[config.mk]
export PLATFORM = sky130hd
export DESIGN_NAME = ifd_decoder
export DESIGN_NICKNAME = d
export VERILOG_FILES = /design/src/design/ifd_pkg.sv /design/src/design/ifd_rotate_mask.sv /design/src/design/ifd_decoder.sv
export SDC_FILE = /design/constraint.sdc
export NUM_CORES = 1
export LEC_CHECK = 0
export BUFFER_PORTS_ARGS = -buffer_cell sky130_fd_sc_hd__buf_2
export CAP_MARGIN = 0
export CORE_AREA = 2 2 170 172
export CTS_BUF_LIST = sky130_fd_sc_hd__clkbuf_4 sky130_fd_sc_hd__clkbuf_8 sky130_fd_sc_hd__clkbuf_16
export DETAILED_ROUTE_END_ITERATION = 6
export DIE_AREA = 0 0 172 174
export PLACE_DENSITY = 0.58
export SYNTH_ARGS = -nofsm -noshare
export SYNTH_HDL_FRONTEND = slang
export SYNTH_SLANG_ARGS = --single-unit
export TNS_END_PERCENT = 20
[constraint.sdc]
create_clock -name REF_CLK -period 2.9 [get_ports REF_CLK]
set_input_delay 0.58 -clock REF_CLK [delete_from_list [all_inputs] [get_ports REF_CLK]]
set_output_delay 0.58 -clock REF_CLK [all_outputs]
set_load 0.02 [all_outputs]
[src/design/ifd_pkg.sv]
// Constants for the instruction field decoder: field positions, widths.
// Assumes big-endian bit numbering: instruction bit 0 is word bit 31.
// Operation
// RQ1: Float status mask bits 7..14 select nibbles 0..7
// RQ2: Condition mask bits 12..19 enable nibbles 0..7
// RQ3: Long branch offset: 24 bits, append 00, sign-extend
// RQ4: Branch return-save flag writes link register
// RQ5: Supervisor call return-save flag loads link register
// RQ6: Vector address is one, index, five zeros
// RQ7: Start below stop+1: ones start through stop
// RQ8: Start equals stop+1: all ones
// RQ9: Start above stop+1: zeros stop+1..start-1
// RQ10: String byte count from bits 16..20
// RQ11: Primary opcode from bits 0..5
// RQ12: Overflow enable bit 21 gates exception update
// RQ13: Fixed-point record flag sets condition bits 0..3
// RQ14: Float record flag copies summaries to bits 4..7
// RQ15: Four-bit immediate status from bits 16..19
// RQ16: Recognise nine-bit and ten-bit extended opcodes
// RQ17: Float sources from 11:15, 16:20, 21:25
// RQ18: Float target and store source from 6:10
// RQ19: First general operand from bits 11..15
// RQ20: Second general operand from bits 16..20
// RQ21: Extract supervisor four-bit and three-bit fields
// RQ22: Absolute flag bit 30 selects addressing form
// RQ23: Register outputs; reset gives no-operation decode
package ifd_pkg;
    // Word width and implementation address width
    localparam int IFD_W = 32;
    localparam int IFD_AW = 64;
    // Converts documented bit number to word bit index
    localparam int IFD_MSB = 31;
    // Field start positions in documented numbering
    localparam int IFD_OPC_POS = 0;
    localparam int IFD_F610_POS = 6;
    localparam int IFD_F1115_POS = 11;
    localparam int IFD_F1620_POS = 16;
    localparam int IFD_F2125_POS = 21;
    localparam int IFD_F2630_POS = 26;
    localparam int IFD_FMASK_POS = 7;
    localparam int IFD_CMASK_POS = 12;
    localparam int IFD_SF4_POS = 16;
    localparam int IFD_SF3_POS = 27;
    localparam int IFD_VIX_POS = 20;
    localparam int IFD_BOF_POS = 6;
    localparam int IFD_XO_POS = 21;
    localparam int IFD_OE_POS = 21;
    localparam int IFD_XO9_POS = 22;
    localparam int IFD_ABS_POS = 30;
    localparam int IFD_LNK_POS = 31;
    // Field widths
    localparam int IFD_OPC_W = 6;
    localparam int IFD_REG_W = 5;
    localparam int IFD_MASK8_W = 8;
    localparam int IFD_NIB_W = 4;
    localparam int IFD_SF3_W = 3;
    localparam int IFD_VIX_W = 7;
    localparam int IFD_BOF_W = 24;
    localparam int IFD_XO_W = 10;
    localparam int IFD_XO9_W = 9;
    // Primary opcodes of the forms the decoder classifies
    localparam logic [5:0] IFD_OP_BRANCH = 6'h12;
    localparam logic [5:0] IFD_OP_SVC = 6'h11;
    localparam logic [5:0] IFD_OP_EXT = 6'h1f;
    localparam logic [5:0] IFD_OP_FLT_A = 6'h3f;
    localparam logic [5:0] IFD_OP_FLT_B = 6'h3b;
    // Extended opcode of move-to-condition-fields
    localparam logic [9:0] IFD_XO_MTCRF = 10'h090;
    // Extended opcode of move-to-float-status-fields
    localparam logic [9:0] IFD_XO_MTFSF = 10'h2c7;
    // Extended opcode of move-to-float-status-immediate
    localparam logic [9:0] IFD_XO_MTFSFI = 10'h086;
    // Reset value: a no-operation word, all fields but the opcode zero
    localparam logic [31:0] IFD_NOP_WORD = 32'h60000000;
endpackage

[src/design/ifd_rotate_mask.sv]
// Rotate mask builder: start and stop indices to a 32-bit mask.
// Assumes indices in documented numbering; combinational only.
`timescale 1ns/10ps
module ifd_rotate_mask (
    input wire logic [4:0] start_idx,
    input wire logic [4:0] stop_idx,
    output logic [31:0] mask
);
    // ----------------------------------------------------------------
    // Per-bit mask generation
    // ----------------------------------------------------------------
    // Compared at six bits so that stop+1 never wraps to zero
    logic [5:0] stop_p1;
    logic [5:0] start_x;
    assign stop_p1 = {1'h0, stop_idx} + 6'h01;
    assign start_x = {1'h0, start_idx};

    genvar gi;
    generate
        for (gi = 0; gi < 32; gi++) begin : g_bit
            // Documented bit gi lands on word bit 31-gi
            localparam logic [5:0] P = 6'(gi);
            logic in_run;
            logic in_gap;
            assign in_run = (P >= start_x) && (P <= {1'h0, stop_idx});
            assign in_gap = (P >= stop_p1) && (P < start_x);
            always_comb begin
                if (start_x < stop_p1) begin
                    mask[31 - gi] = in_run; // RQ7
                end else if (start_x == stop_p1) begin
                    mask[31 - gi] = 1'h1; // RQ8
                end else begin
                    mask[31 - gi] = ~in_gap; // RQ9
                end
            end
        end
    endgenerate

    // ----------------------------------------------------------------
    // Checks
    // ----------------------------------------------------------------
    always_comb begin
        if (start_x == stop_p1) begin
            // Deferred so that a bit still settling cannot fire it
            a_mask_full: assert final (mask == 32'hffffffff) // RQ8
                else $error("mask not all ones at wrap");
        end
    end
endmodule

[src/design/ifd_decoder.sv]
// Instruction field decoder top: fields, masks, controls, registered.
// Assumes one fetch-stage word per cycle on REF_CLK, qualified by valid.
`timescale 1ns/10ps
module ifd_decoder (
    input wire logic REF_CLK,
    input wire logic SRST,
    input wire logic INSTR_VALID,
    input wire logic [31:0] INSTR_WORD,
    input wire logic [63:0] INSTR_ADDR,
    output logic DEC_VALID,
    output logic [5:0] PRIMARY_OPCODE,
    output logic [4:0] FPR_TARGET,
    output logic [4:0] FPR_STORE_SOURCE,
    output logic [4:0] FPR_SOURCE_A,
    output logic [4:0] FPR_SOURCE_B,
    output logic [4:0] FPR_SOURCE_C,
    output logic [4:0] FIRST_GPR_OPERAND,
    output logic [4:0] SECOND_GPR_OPERAND,
    output logic [4:0] STRING_BYTE_COUNT,
    output logic [3:0] FLOAT_STATUS_IMM,
    output logic [9:0] EXT_OPCODE10,
    output logic [8:0] EXT_OPCODE9,
    output logic [7:0] FLOAT_STATUS_UPDATE_MASK,
    output logic [7:0] CONDITION_UPDATE_MASK,
    output logic [31:0] FLOAT_STATUS_WRITE_EN,
    output logic [31:0] CONDITION_WRITE_EN,
    output logic [63:0] LONG_BRANCH_OFFSET,
    output logic [31:0] ROTATE_MASK,
    output logic LINK_WRITE_EN,
    output logic [63:0] LINK_VALUE,
    output logic SUPERVISOR_ABSOLUTE_FLAG,
    output logic [6:0] SUPERVISOR_VECTOR_INDEX,
    output logic [12:0] SUPERVISOR_VECTOR_ADDR,
    output logic [3:0] SUPERVISOR_FOUR_BIT_FIELD,
    output logic [2:0] SUPERVISOR_THREE_BIT_FIELD,
    output logic OVERFLOW_UPDATE_EN,
    output logic RECORD_FIXED_EN,
    output logic RECORD_FLOAT_EN
);
    // ----------------------------------------------------------------
    // State
    // ----------------------------------------------------------------
    // Everything the decoder presents, held in one packed record
    typedef struct packed {
        logic vld;
        logic [5:0] opc;
        logic [4:0] r610;
        logic [4:0] r1115;
        logic [4:0] r1620;
        logic [4:0] r2125;
        logic [3:0] imm4;
        logic [9:0] xo10;
        logic [8:0] xo9;
        logic [7:0] fmask;
        logic [7:0] cmask;
        logic [31:0] fm_en;
        logic [31:0] cm_en;
        logic [63:0] bof;
        logic [31:0] rmask;
        logic lnk_en;
        logic [63:0] lnk_val;
        logic absf;
        logic [6:0] vix;
        logic [12:0] vec;
        logic [3:0] sf4;
        logic [2:0] sf3;
        logic oe_en;
        logic rec_fix;
        logic rec_flt;
    } ifd_state_s;

    ifd_state_s st_r; // Registered decode
    ifd_state_s st_nxt; // Next decode

    // ----------------------------------------------------------------
    // Field access helper
    // ----------------------------------------------------------------
    // Documented bit n of the word is word bit 31-n
    function automatic logic dbit(input logic [31:0] w, input int n);
        dbit = w[ifd_pkg::IFD_MSB - n];
    endfunction

    // Pull a field given its documented start and width (<=10 bits)
    function automatic logic [9:0] dfield(input logic [31:0] w,
                                          input int pos, input int wid);
        logic [9:0] f;
        f = 10'h000;
        for (int i = 0; i < wid; i++) begin
            f[wid - 1 - i] = w[ifd_pkg::IFD_MSB - pos - i];
        end
        dfield = f;
    endfunction

    // ----------------------------------------------------------------
    // Mask builder
    // ----------------------------------------------------------------
    logic [4:0] mstart; // Mask start index
    logic [4:0] mstop; // Mask stop index
    logic [31:0] rmask; // Built rotate mask
    assign mstart = 5'(dfield(INSTR_WORD, ifd_pkg::IFD_F2125_POS,
                              ifd_pkg::IFD_REG_W));
    assign mstop = 5'(dfield(INSTR_WORD, ifd_pkg::IFD_F2630_POS,
                             ifd_pkg::IFD_REG_W));

    ifd_rotate_mask u_rmask (
        .start_idx(mstart),
        .stop_idx(mstop),
        .mask(rmask)
    );

    // ----------------------------------------------------------------
    // Nibble enable expansion
    // ----------------------------------------------------------------
    // Mask bit k (k=0 leftmost) covers register nibble k, bits 4k..4k+3
    logic [7:0] fmask_f; // Float status update mask
    logic [7:0] cmask_f; // Condition update mask
    logic [31:0] fmask_x; // Per-bit float status enables
    logic [31:0] cmask_x; // Per-bit condition enables
    assign fmask_f = 8'(dfield(INSTR_WORD, ifd_pkg::IFD_FMASK_POS,
                               ifd_pkg::IFD_MASK8_W));
    assign cmask_f = 8'(dfield(INSTR_WORD, ifd_pkg::IFD_CMASK_POS,
                               ifd_pkg::IFD_MASK8_W));

    genvar gn;
    generate
        for (gn = 0; gn < 8; gn++) begin : g_nib
            // Register nibble gn sits at word bits 31-4gn down to 28-4gn
            assign fmask_x[31 - 4*gn -: 4] = {4{fmask_f[7 - gn]}}; // RQ1
            assign cmask_x[31 - 4*gn -: 4] = {4{cmask_f[7 - gn]}}; // RQ2
        end
    endgenerate

    // ----------------------------------------------------------------
    // Combinational decode
    // ----------------------------------------------------------------
    // Classifies the word and fills every field of the next state
    always_comb begin
        logic [5:0] opc;
        logic [9:0] xo10;
        logic [8:0] xo9;
        logic [23:0] ofs24;
        logic is_br;
        logic is_svc;
        logic is_ext;
        logic is_flt;
        logic lnk;
        opc = 6'(dfield(INSTR_WORD, ifd_pkg::IFD_OPC_POS,
                        ifd_pkg::IFD_OPC_W)); // RQ11
        xo10 = dfield(INSTR_WORD, ifd_pkg::IFD_XO_POS,
                      ifd_pkg::IFD_XO_W);
        xo9 = 9'(dfield(INSTR_WORD, ifd_pkg::IFD_XO9_POS,
                        ifd_pkg::IFD_XO9_W)); // RQ16
        ofs24 = '0;
        for (int i = 0; i < ifd_pkg::IFD_BOF_W; i++) begin
            ofs24[ifd_pkg::IFD_BOF_W - 1 - i] =
                dbit(INSTR_WORD, ifd_pkg::IFD_BOF_POS + i);
        end
        is_br = (opc == ifd_pkg::IFD_OP_BRANCH);
        is_svc = (opc == ifd_pkg::IFD_OP_SVC);
        is_ext = (opc == ifd_pkg::IFD_OP_EXT);
        is_flt = (opc == ifd_pkg::IFD_OP_FLT_A) ||
                 (opc == ifd_pkg::IFD_OP_FLT_B);
        lnk = dbit(INSTR_WORD, ifd_pkg::IFD_LNK_POS);

        st_nxt = st_r;
        // Idle cycles fall back to the quiet no-operation decode
        if (!INSTR_VALID) begin
            st_nxt = '0;
            st_nxt.opc = ifd_pkg::IFD_NOP_WORD[31:26];
        end else begin
            st_nxt.vld = 1'h1;
            st_nxt.opc = opc;
            // Shared 6:10 slot: float target or store source
            st_nxt.r610 = 5'(dfield(INSTR_WORD, ifd_pkg::IFD_F610_POS,
                                    ifd_pkg::IFD_REG_W)); // RQ18
            st_nxt.r1115 = 5'(dfield(INSTR_WORD, ifd_pkg::IFD_F1115_POS,
                                     ifd_pkg::IFD_REG_W)); // RQ17 RQ19
            st_nxt.r1620 = 5'(dfield(INSTR_WORD, ifd_pkg::IFD_F1620_POS,
                                     ifd_pkg::IFD_REG_W)); // RQ20 RQ10
            st_nxt.r2125 = 5'(dfield(INSTR_WORD, ifd_pkg::IFD_F2125_POS,
                                     ifd_pkg::IFD_REG_W)); // RQ17
            st_nxt.imm4 = 4'(dfield(INSTR_WORD, ifd_pkg::IFD_F1620_POS,
                                    ifd_pkg::IFD_NIB_W)); // RQ15
            st_nxt.xo10 = xo10; // RQ16
            st_nxt.xo9 = xo9;
            st_nxt.fmask = fmask_f;
            st_nxt.cmask = cmask_f;
            // Only the move instructions may touch register nibbles
            st_nxt.fm_en = (is_flt && xo10 == ifd_pkg::IFD_XO_MTFSF)
                           ? fmask_x : 32'h00000000; // RQ1
            st_nxt.cm_en = (is_ext && xo10 == ifd_pkg::IFD_XO_MTCRF)
                           ? cmask_x : 32'h00000000; // RQ2
            // Word offset: append 00 then sign-extend to address width
            st_nxt.bof = {{(ifd_pkg::IFD_AW - ifd_pkg::IFD_BOF_W - 2)
                           {ofs24[23]}}, ofs24, 2'h0}; // RQ3
            st_nxt.rmask = rmask; // RQ7 RQ8 RQ9
            // Return address is the word after this one
            st_nxt.lnk_en = lnk && (is_br || is_svc); // RQ4 RQ5
            st_nxt.lnk_val = INSTR_ADDR + 64'h0000000000000004;
            st_nxt.absf = dbit(INSTR_WORD, ifd_pkg::IFD_ABS_POS); // RQ22
            st_nxt.vix = 7'(dfield(INSTR_WORD, ifd_pkg::IFD_VIX_POS,
                                   ifd_pkg::IFD_VIX_W));
            // Vector form only when the absolute flag is clear
            st_nxt.vec = st_nxt.absf ? 13'h0000
                         : {1'h1, st_nxt.vix, 5'h00}; // RQ6 RQ22
            st_nxt.sf4 = 4'(dfield(INSTR_WORD, ifd_pkg::IFD_SF4_POS,
                                   ifd_pkg::IFD_NIB_W)); // RQ21
            st_nxt.sf3 = 3'(dfield(INSTR_WORD, ifd_pkg::IFD_SF3_POS,
                                   ifd_pkg::IFD_SF3_W)); // RQ21
            st_nxt.oe_en = is_ext &&
                           dbit(INSTR_WORD, ifd_pkg::IFD_OE_POS); // RQ12
            st_nxt.rec_fix = lnk && !is_flt && !is_br && !is_svc; // RQ13
            st_nxt.rec_flt = lnk && is_flt; // RQ14
        end
    end

    // ----------------------------------------------------------------
    // State register
    // ----------------------------------------------------------------
    // Reset presents a no-operation with every enable low
    always_ff @(posedge REF_CLK) begin
        if (SRST) begin
            st_r <= '0; // RQ23
            st_r.opc <= ifd_pkg::IFD_NOP_WORD[31:26]; // RQ23
        end else begin
            st_r <= st_nxt; // RQ23
        end
    end

    // ----------------------------------------------------------------
    // Outputs
    // ----------------------------------------------------------------
    assign DEC_VALID = st_r.vld;
    assign PRIMARY_OPCODE = st_r.opc;
    assign FPR_TARGET = st_r.r610;
    assign FPR_STORE_SOURCE = st_r.r610;
    assign FPR_SOURCE_A = st_r.r1115;
    assign FPR_SOURCE_B = st_r.r1620;
    assign FPR_SOURCE_C = st_r.r2125;
    assign FIRST_GPR_OPERAND = st_r.r1115;
    assign SECOND_GPR_OPERAND = st_r.r1620;
    assign STRING_BYTE_COUNT = st_r.r1620;
    assign FLOAT_STATUS_IMM = st_r.imm4;
    assign EXT_OPCODE10 = st_r.xo10;
    assign EXT_OPCODE9 = st_r.xo9;
    assign FLOAT_STATUS_UPDATE_MASK = st_r.fmask;
    assign CONDITION_UPDATE_MASK = st_r.cmask;
    assign FLOAT_STATUS_WRITE_EN = st_r.fm_en;
    assign CONDITION_WRITE_EN = st_r.cm_en;
    assign LONG_BRANCH_OFFSET = st_r.bof;
    assign ROTATE_MASK = st_r.rmask;
    assign LINK_WRITE_EN = st_r.lnk_en;
    assign LINK_VALUE = st_r.lnk_val;
    assign SUPERVISOR_ABSOLUTE_FLAG = st_r.absf;
    assign SUPERVISOR_VECTOR_INDEX = st_r.vix;
    assign SUPERVISOR_VECTOR_ADDR = st_r.vec;
    assign SUPERVISOR_FOUR_BIT_FIELD = st_r.sf4;
    assign SUPERVISOR_THREE_BIT_FIELD = st_r.sf3;
    assign OVERFLOW_UPDATE_EN = st_r.oe_en;
    assign RECORD_FIXED_EN = st_r.rec_fix;
    assign RECORD_FLOAT_EN = st_r.rec_flt;

    // ----------------------------------------------------------------
    // Checks
    // ----------------------------------------------------------------
    a_opcode_field: assert property (@(posedge REF_CLK) disable iff (SRST)
        INSTR_VALID |=> PRIMARY_OPCODE == $past(INSTR_WORD[31:26])) // RQ11
        else $error("primary opcode mismatch");
    a_branch_offset: assert property (@(posedge REF_CLK) disable iff (SRST)
        INSTR_VALID |=> LONG_BRANCH_OFFSET[1:0] == 2'h0 &&
        LONG_BRANCH_OFFSET[63] == $past(INSTR_WORD[25])) // RQ3
        else $error("branch offset form wrong");
    a_link_branch: assert property (@(posedge REF_CLK) disable iff (SRST)
        INSTR_VALID && INSTR_WORD[31:26] == 6'h12 |=>
        LINK_WRITE_EN == $past(INSTR_WORD[0])) // RQ4
        else $error("branch link enable wrong");
    a_link_svc: assert property (@(posedge REF_CLK) disable iff (SRST)
        LINK_WRITE_EN |-> LINK_VALUE == $past(INSTR_ADDR) + 64'h4) // RQ5
        else $error("link value not next address");
    a_vector_addr: assert property (@(posedge REF_CLK) disable iff (SRST)
        INSTR_VALID && !INSTR_WORD[1] |=>
        SUPERVISOR_VECTOR_ADDR == {1'h1, $past(INSTR_WORD[11:5]),
        5'h00}) // RQ6
        else $error("vector address wrong");
    a_string_count: assert property (@(posedge REF_CLK) disable iff (SRST)
        INSTR_VALID |=> STRING_BYTE_COUNT == $past(INSTR_WORD[15:11])) // RQ10
        else $error("byte count wrong");
    a_overflow_en: assert property (@(posedge REF_CLK) disable iff (SRST)
        OVERFLOW_UPDATE_EN |-> $past(INSTR_WORD[10])) // RQ12
        else $error("overflow enable without bit");
    a_record_fixed: assert property (@(posedge REF_CLK) disable iff (SRST)
        RECORD_FIXED_EN || RECORD_FLOAT_EN |-> $past(INSTR_WORD[0]) &&
        !(RECORD_FIXED_EN && RECORD_FLOAT_EN)) // RQ13
        else $error("record enable wrong");
    a_gpr_fields: assert property (@(posedge REF_CLK) disable iff (SRST)
        INSTR_VALID |=> FIRST_GPR_OPERAND == $past(INSTR_WORD[20:16]) &&
        FPR_TARGET == $past(INSTR_WORD[25:21])) // RQ19
        else $error("register specifier wrong");
    a_reset_quiet: assert property (@(posedge REF_CLK)
        $past(SRST) |-> !LINK_WRITE_EN && CONDITION_WRITE_EN == 32'h0) // RQ23
        else $error("enable active after reset");
    c_branch_link: cover property (@(posedge REF_CLK) LINK_WRITE_EN);
    c_mtcrf: cover property (@(posedge REF_CLK) CONDITION_WRITE_EN != 0);
    c_full_mask: cover property (@(posedge REF_CLK)
        ROTATE_MASK == 32'hffffffff);
    c_wrap_mask: cover property (@(posedge REF_CLK)
        ROTATE_MASK[31] && ROTATE_MASK[0] && ROTATE_MASK != 32'hffffffff);
endmodule

==> impl_results.md <==
* Final-report setup violation count at 0
* Power consumption at between 5 and 6 mW
* Area grow syn2layout at 23.4%
* Core outline area at around 28000 µm²
* Grt ovf at 0
* DRT Pass-1 Iters at 5
* Final HPWL DP at 22900 µm
* HP Class: in2reg
* Share of layout cells above drive strength 1 at 42.4%
* Clock Tree Buf Depth at 2
* Crit. End Element: flop
* Avg Vias per Cell at 4.65
* Unrepaired setup endpoints after global routing: no
* DRT iter0 DRCs at between 400 and 500
* PD cells at roughly 540 nW/µm²
* Port-buffer cells at between 400 and 500
* Synthesized area at 8320 µm²
* Switching Share at between 30% and 40%
* Fin crit period at 2430 ps
* Worst VDD drop at ~320 µV
* Antenna-violating nets left at 0
* Status: completed
* Synth Flop Type: dfxtp_1
* Clock transition at path regs at about 70 ps
* Routed WL at 29600 µm
* Mapped Avg Cell Area at 8.55 µm²
* Nets at 1343
* Seq pwr share at 41.1%
* Vias at 7599
* Num rows at 62
* Synth top area share at 37.5%
* Crit path DAT at 2720 ps
* Initial Utilization at between 20% and 30%
* Die Ht at 174 µm
* Power Internal at 3.81 mW
* Distinct cells, synth at 69
* CP required at ~3200 ps
* CP cell instances: buf_2, ha_1, and3_1, ha_1, xor2_1, nor2_1, nand3_1, nor3b_1, a221oi_1
* Combinational power share at 18.0%
* Fillers at 2996
* Avg WL per Cell at 18.1 µm
* Clk pwr share at 41.0%
* Most frequent cells in the layout: 433 x buf_2, 156 x dfxtp_1, 92 x nor2_1
* Leading area contributor after synthesis: dfxtp_1
* Die X at 172 µm
* Largest cells by area after synthesis: dfxtp_1 38%, buf_4 17%, nor2_1 4.1%
* Postcts setup bufs at 0
* GP Congestion at 0.970
* Critical Path Max Stage Delay at around 570 ps
* Clock sinks at 156
* Async SR Flop Fraction at 0%
* Setup tns final at 0 ps
* Static Leak at 5.18 nW
* Hold_ws at 337 ps
* Most common cell after layout, fill and taps aside: buf_2
* Yosys Warn Count at 0
* DRC viols at 0
* Worst Max-Slew Pin Slew at 876 ps
* GRT Util Overall at 19.0%
* Num CTS Buffers at 17
* Worst slew margin at 41.5%
* CP Max Fanout at 8
* First-pass GRT wire length at 42400 µm
* Boundary pin count at 441
* Hold Buf Count CTS at 0
* Most used cell along the critical path: ha_1
* Sequential fraction of the synthesis area at 37.5%
* Post-Syn Instances at 974
* Fmax at 0.411 GHz
* Slew Viols, Final at 0
* Synth Register Bits at between 150 and 200
* Psw at 1.75 mW
* MaxCap Viol Count at 0
* Crit Path Class: in2reg
* Final hold viol count at 0
* Startpoint types: input port
* Crit path max-delay cell type: nor3b_1
* Post-synth EDFFs at 0
* Tcrit/Tclk final at about 84%
* TritonCTS clock tree: built
* Die area at 29900 µm²
* Vias in the first global route at 6961
* Pin count of the biggest net entering global routing at 63
* CTS resizes at 0
* Clock Root Buffer: clkbuf_16
* Initial antenna violation count at 6
* Htree depth at 4
==> metal layers <==
| metal | part of all wire (%) | up-vias | global-route usage [%] |
|---|---|---|---|
| met2 | 49 | 347 | 32.5 |
| met1 | 40 | 3575 | 22.5 |
| met3 | 8.2 | 34 | 5.97 |
| li1 | - | 3637 | - |
| met4 | 1.9 | 6 | 5.78 |
| met5 | 0.13 | - | 0 |
==> worst max-delay path: cells and delay by family <==
kind                       cells  cell delay, ps
AOI/OAI and AO/OA              1             190
xor gates and xnor gates       1             210
adders and majority gates      2             580
buffers and inverters          1             160
and+or+nand+nor                4            1010
==> state kept, by name (all words and copies together) (netlist names), 5 cells and up <==
name	count
EXT_OPCODE10	5
CONDITION_WRITE_EN	8
FPR_STORE_SOURCE	5
FLOAT_STATUS_WRITE_EN	8
SUPERVISOR_VECTOR_ADDR	8
ROTATE_MASK	32
LINK_VALUE	64
PRIMARY_OPCODE	6
==> final timing paths <==
check	start	end	cells past startpoint
hold / removal	INSTR_ADDR[1]	LINK_VALUE[1]	2
setup / recovery	INSTR_WORD[2]	ROTATE_MASK[5]	9
==> logic make-up after synthesis <==
| logic type | after synthesis | synth area share (%) |
|---|---|---|
| AOI/OAI and AO/OA | 141 | 10.8 |
| xor gates and xnor gates | 50 | 5.74 |
| adders and majority gates | 10 | 1.49 |
| buffers and inverters | 256 | 20.5 |
| DFF | 156 | 37.5 |
| muxes | 3 | 0.361 |
| other | 1 | 0.0451 |
| and+or+nand+nor | 357 | 23.6 |
==> power groups by stage <==
stage	combinational, mW	sequential, mW	clock [mW]
CTS	0.997	2.28	2.33
global placement	0.994	2.33	0
floorplan	0.554	2.43	0
detailed placement	0.994	2.33	0
finish	0.999	2.28	2.28
global route	1.07	2.29	2.41
==> Yosys cell counts, types with 10 or more instances <==
master    instances
and2_1           48
nor3_1           26
nand2_1          62
and3_1           18
xor2_1           13
nor2_1           92
o21ai_0          35
clkbuf_1         29
buf_4           188
nand2b_1         10
a211oi_1         10
xnor2_1          34
or3_1            14
dfxtp_1         156
inv_1            26
a21oi_1          39
nand4_1          13
o31ai_1          11
nand3_1          33
==> area by class of cell <==
cell class / instances / area, µm² / area share (%)
inverters: 26 / 97.6 / 0.950
multi-input cells: 568 / 3530 / 34.4
diodes: 2 / 5.00 / 0.0487
repair buffers: 466 / 2440 / 23.8
well taps: 384 / 480 / 4.68
clock inverters: 14 / 150 / 1.46
clock buffers: 18 / 439 / 4.28
flip-flops and latches: 156 / 3120 / 30.4
==> stage by stage <==
stage / cells / instance area (µm²) / worst slack (ps) / util [%]
2_1_floorplan: 980 / 8350 / 144 / -
3_3_place_gp: 1600 / 9670 / 78.6 / 34.3
3_5_place_dp: 1600 / 9670 / 46.0 / 34.3
4_1_cts: 1632 / 10300 / 469 / 36.3
5_1_grt: 1632 / 10300 / 254 / 36.3
6_report: 1634 / 10300 / 467 / 36.4
Power figures use the tool's default switching activity.
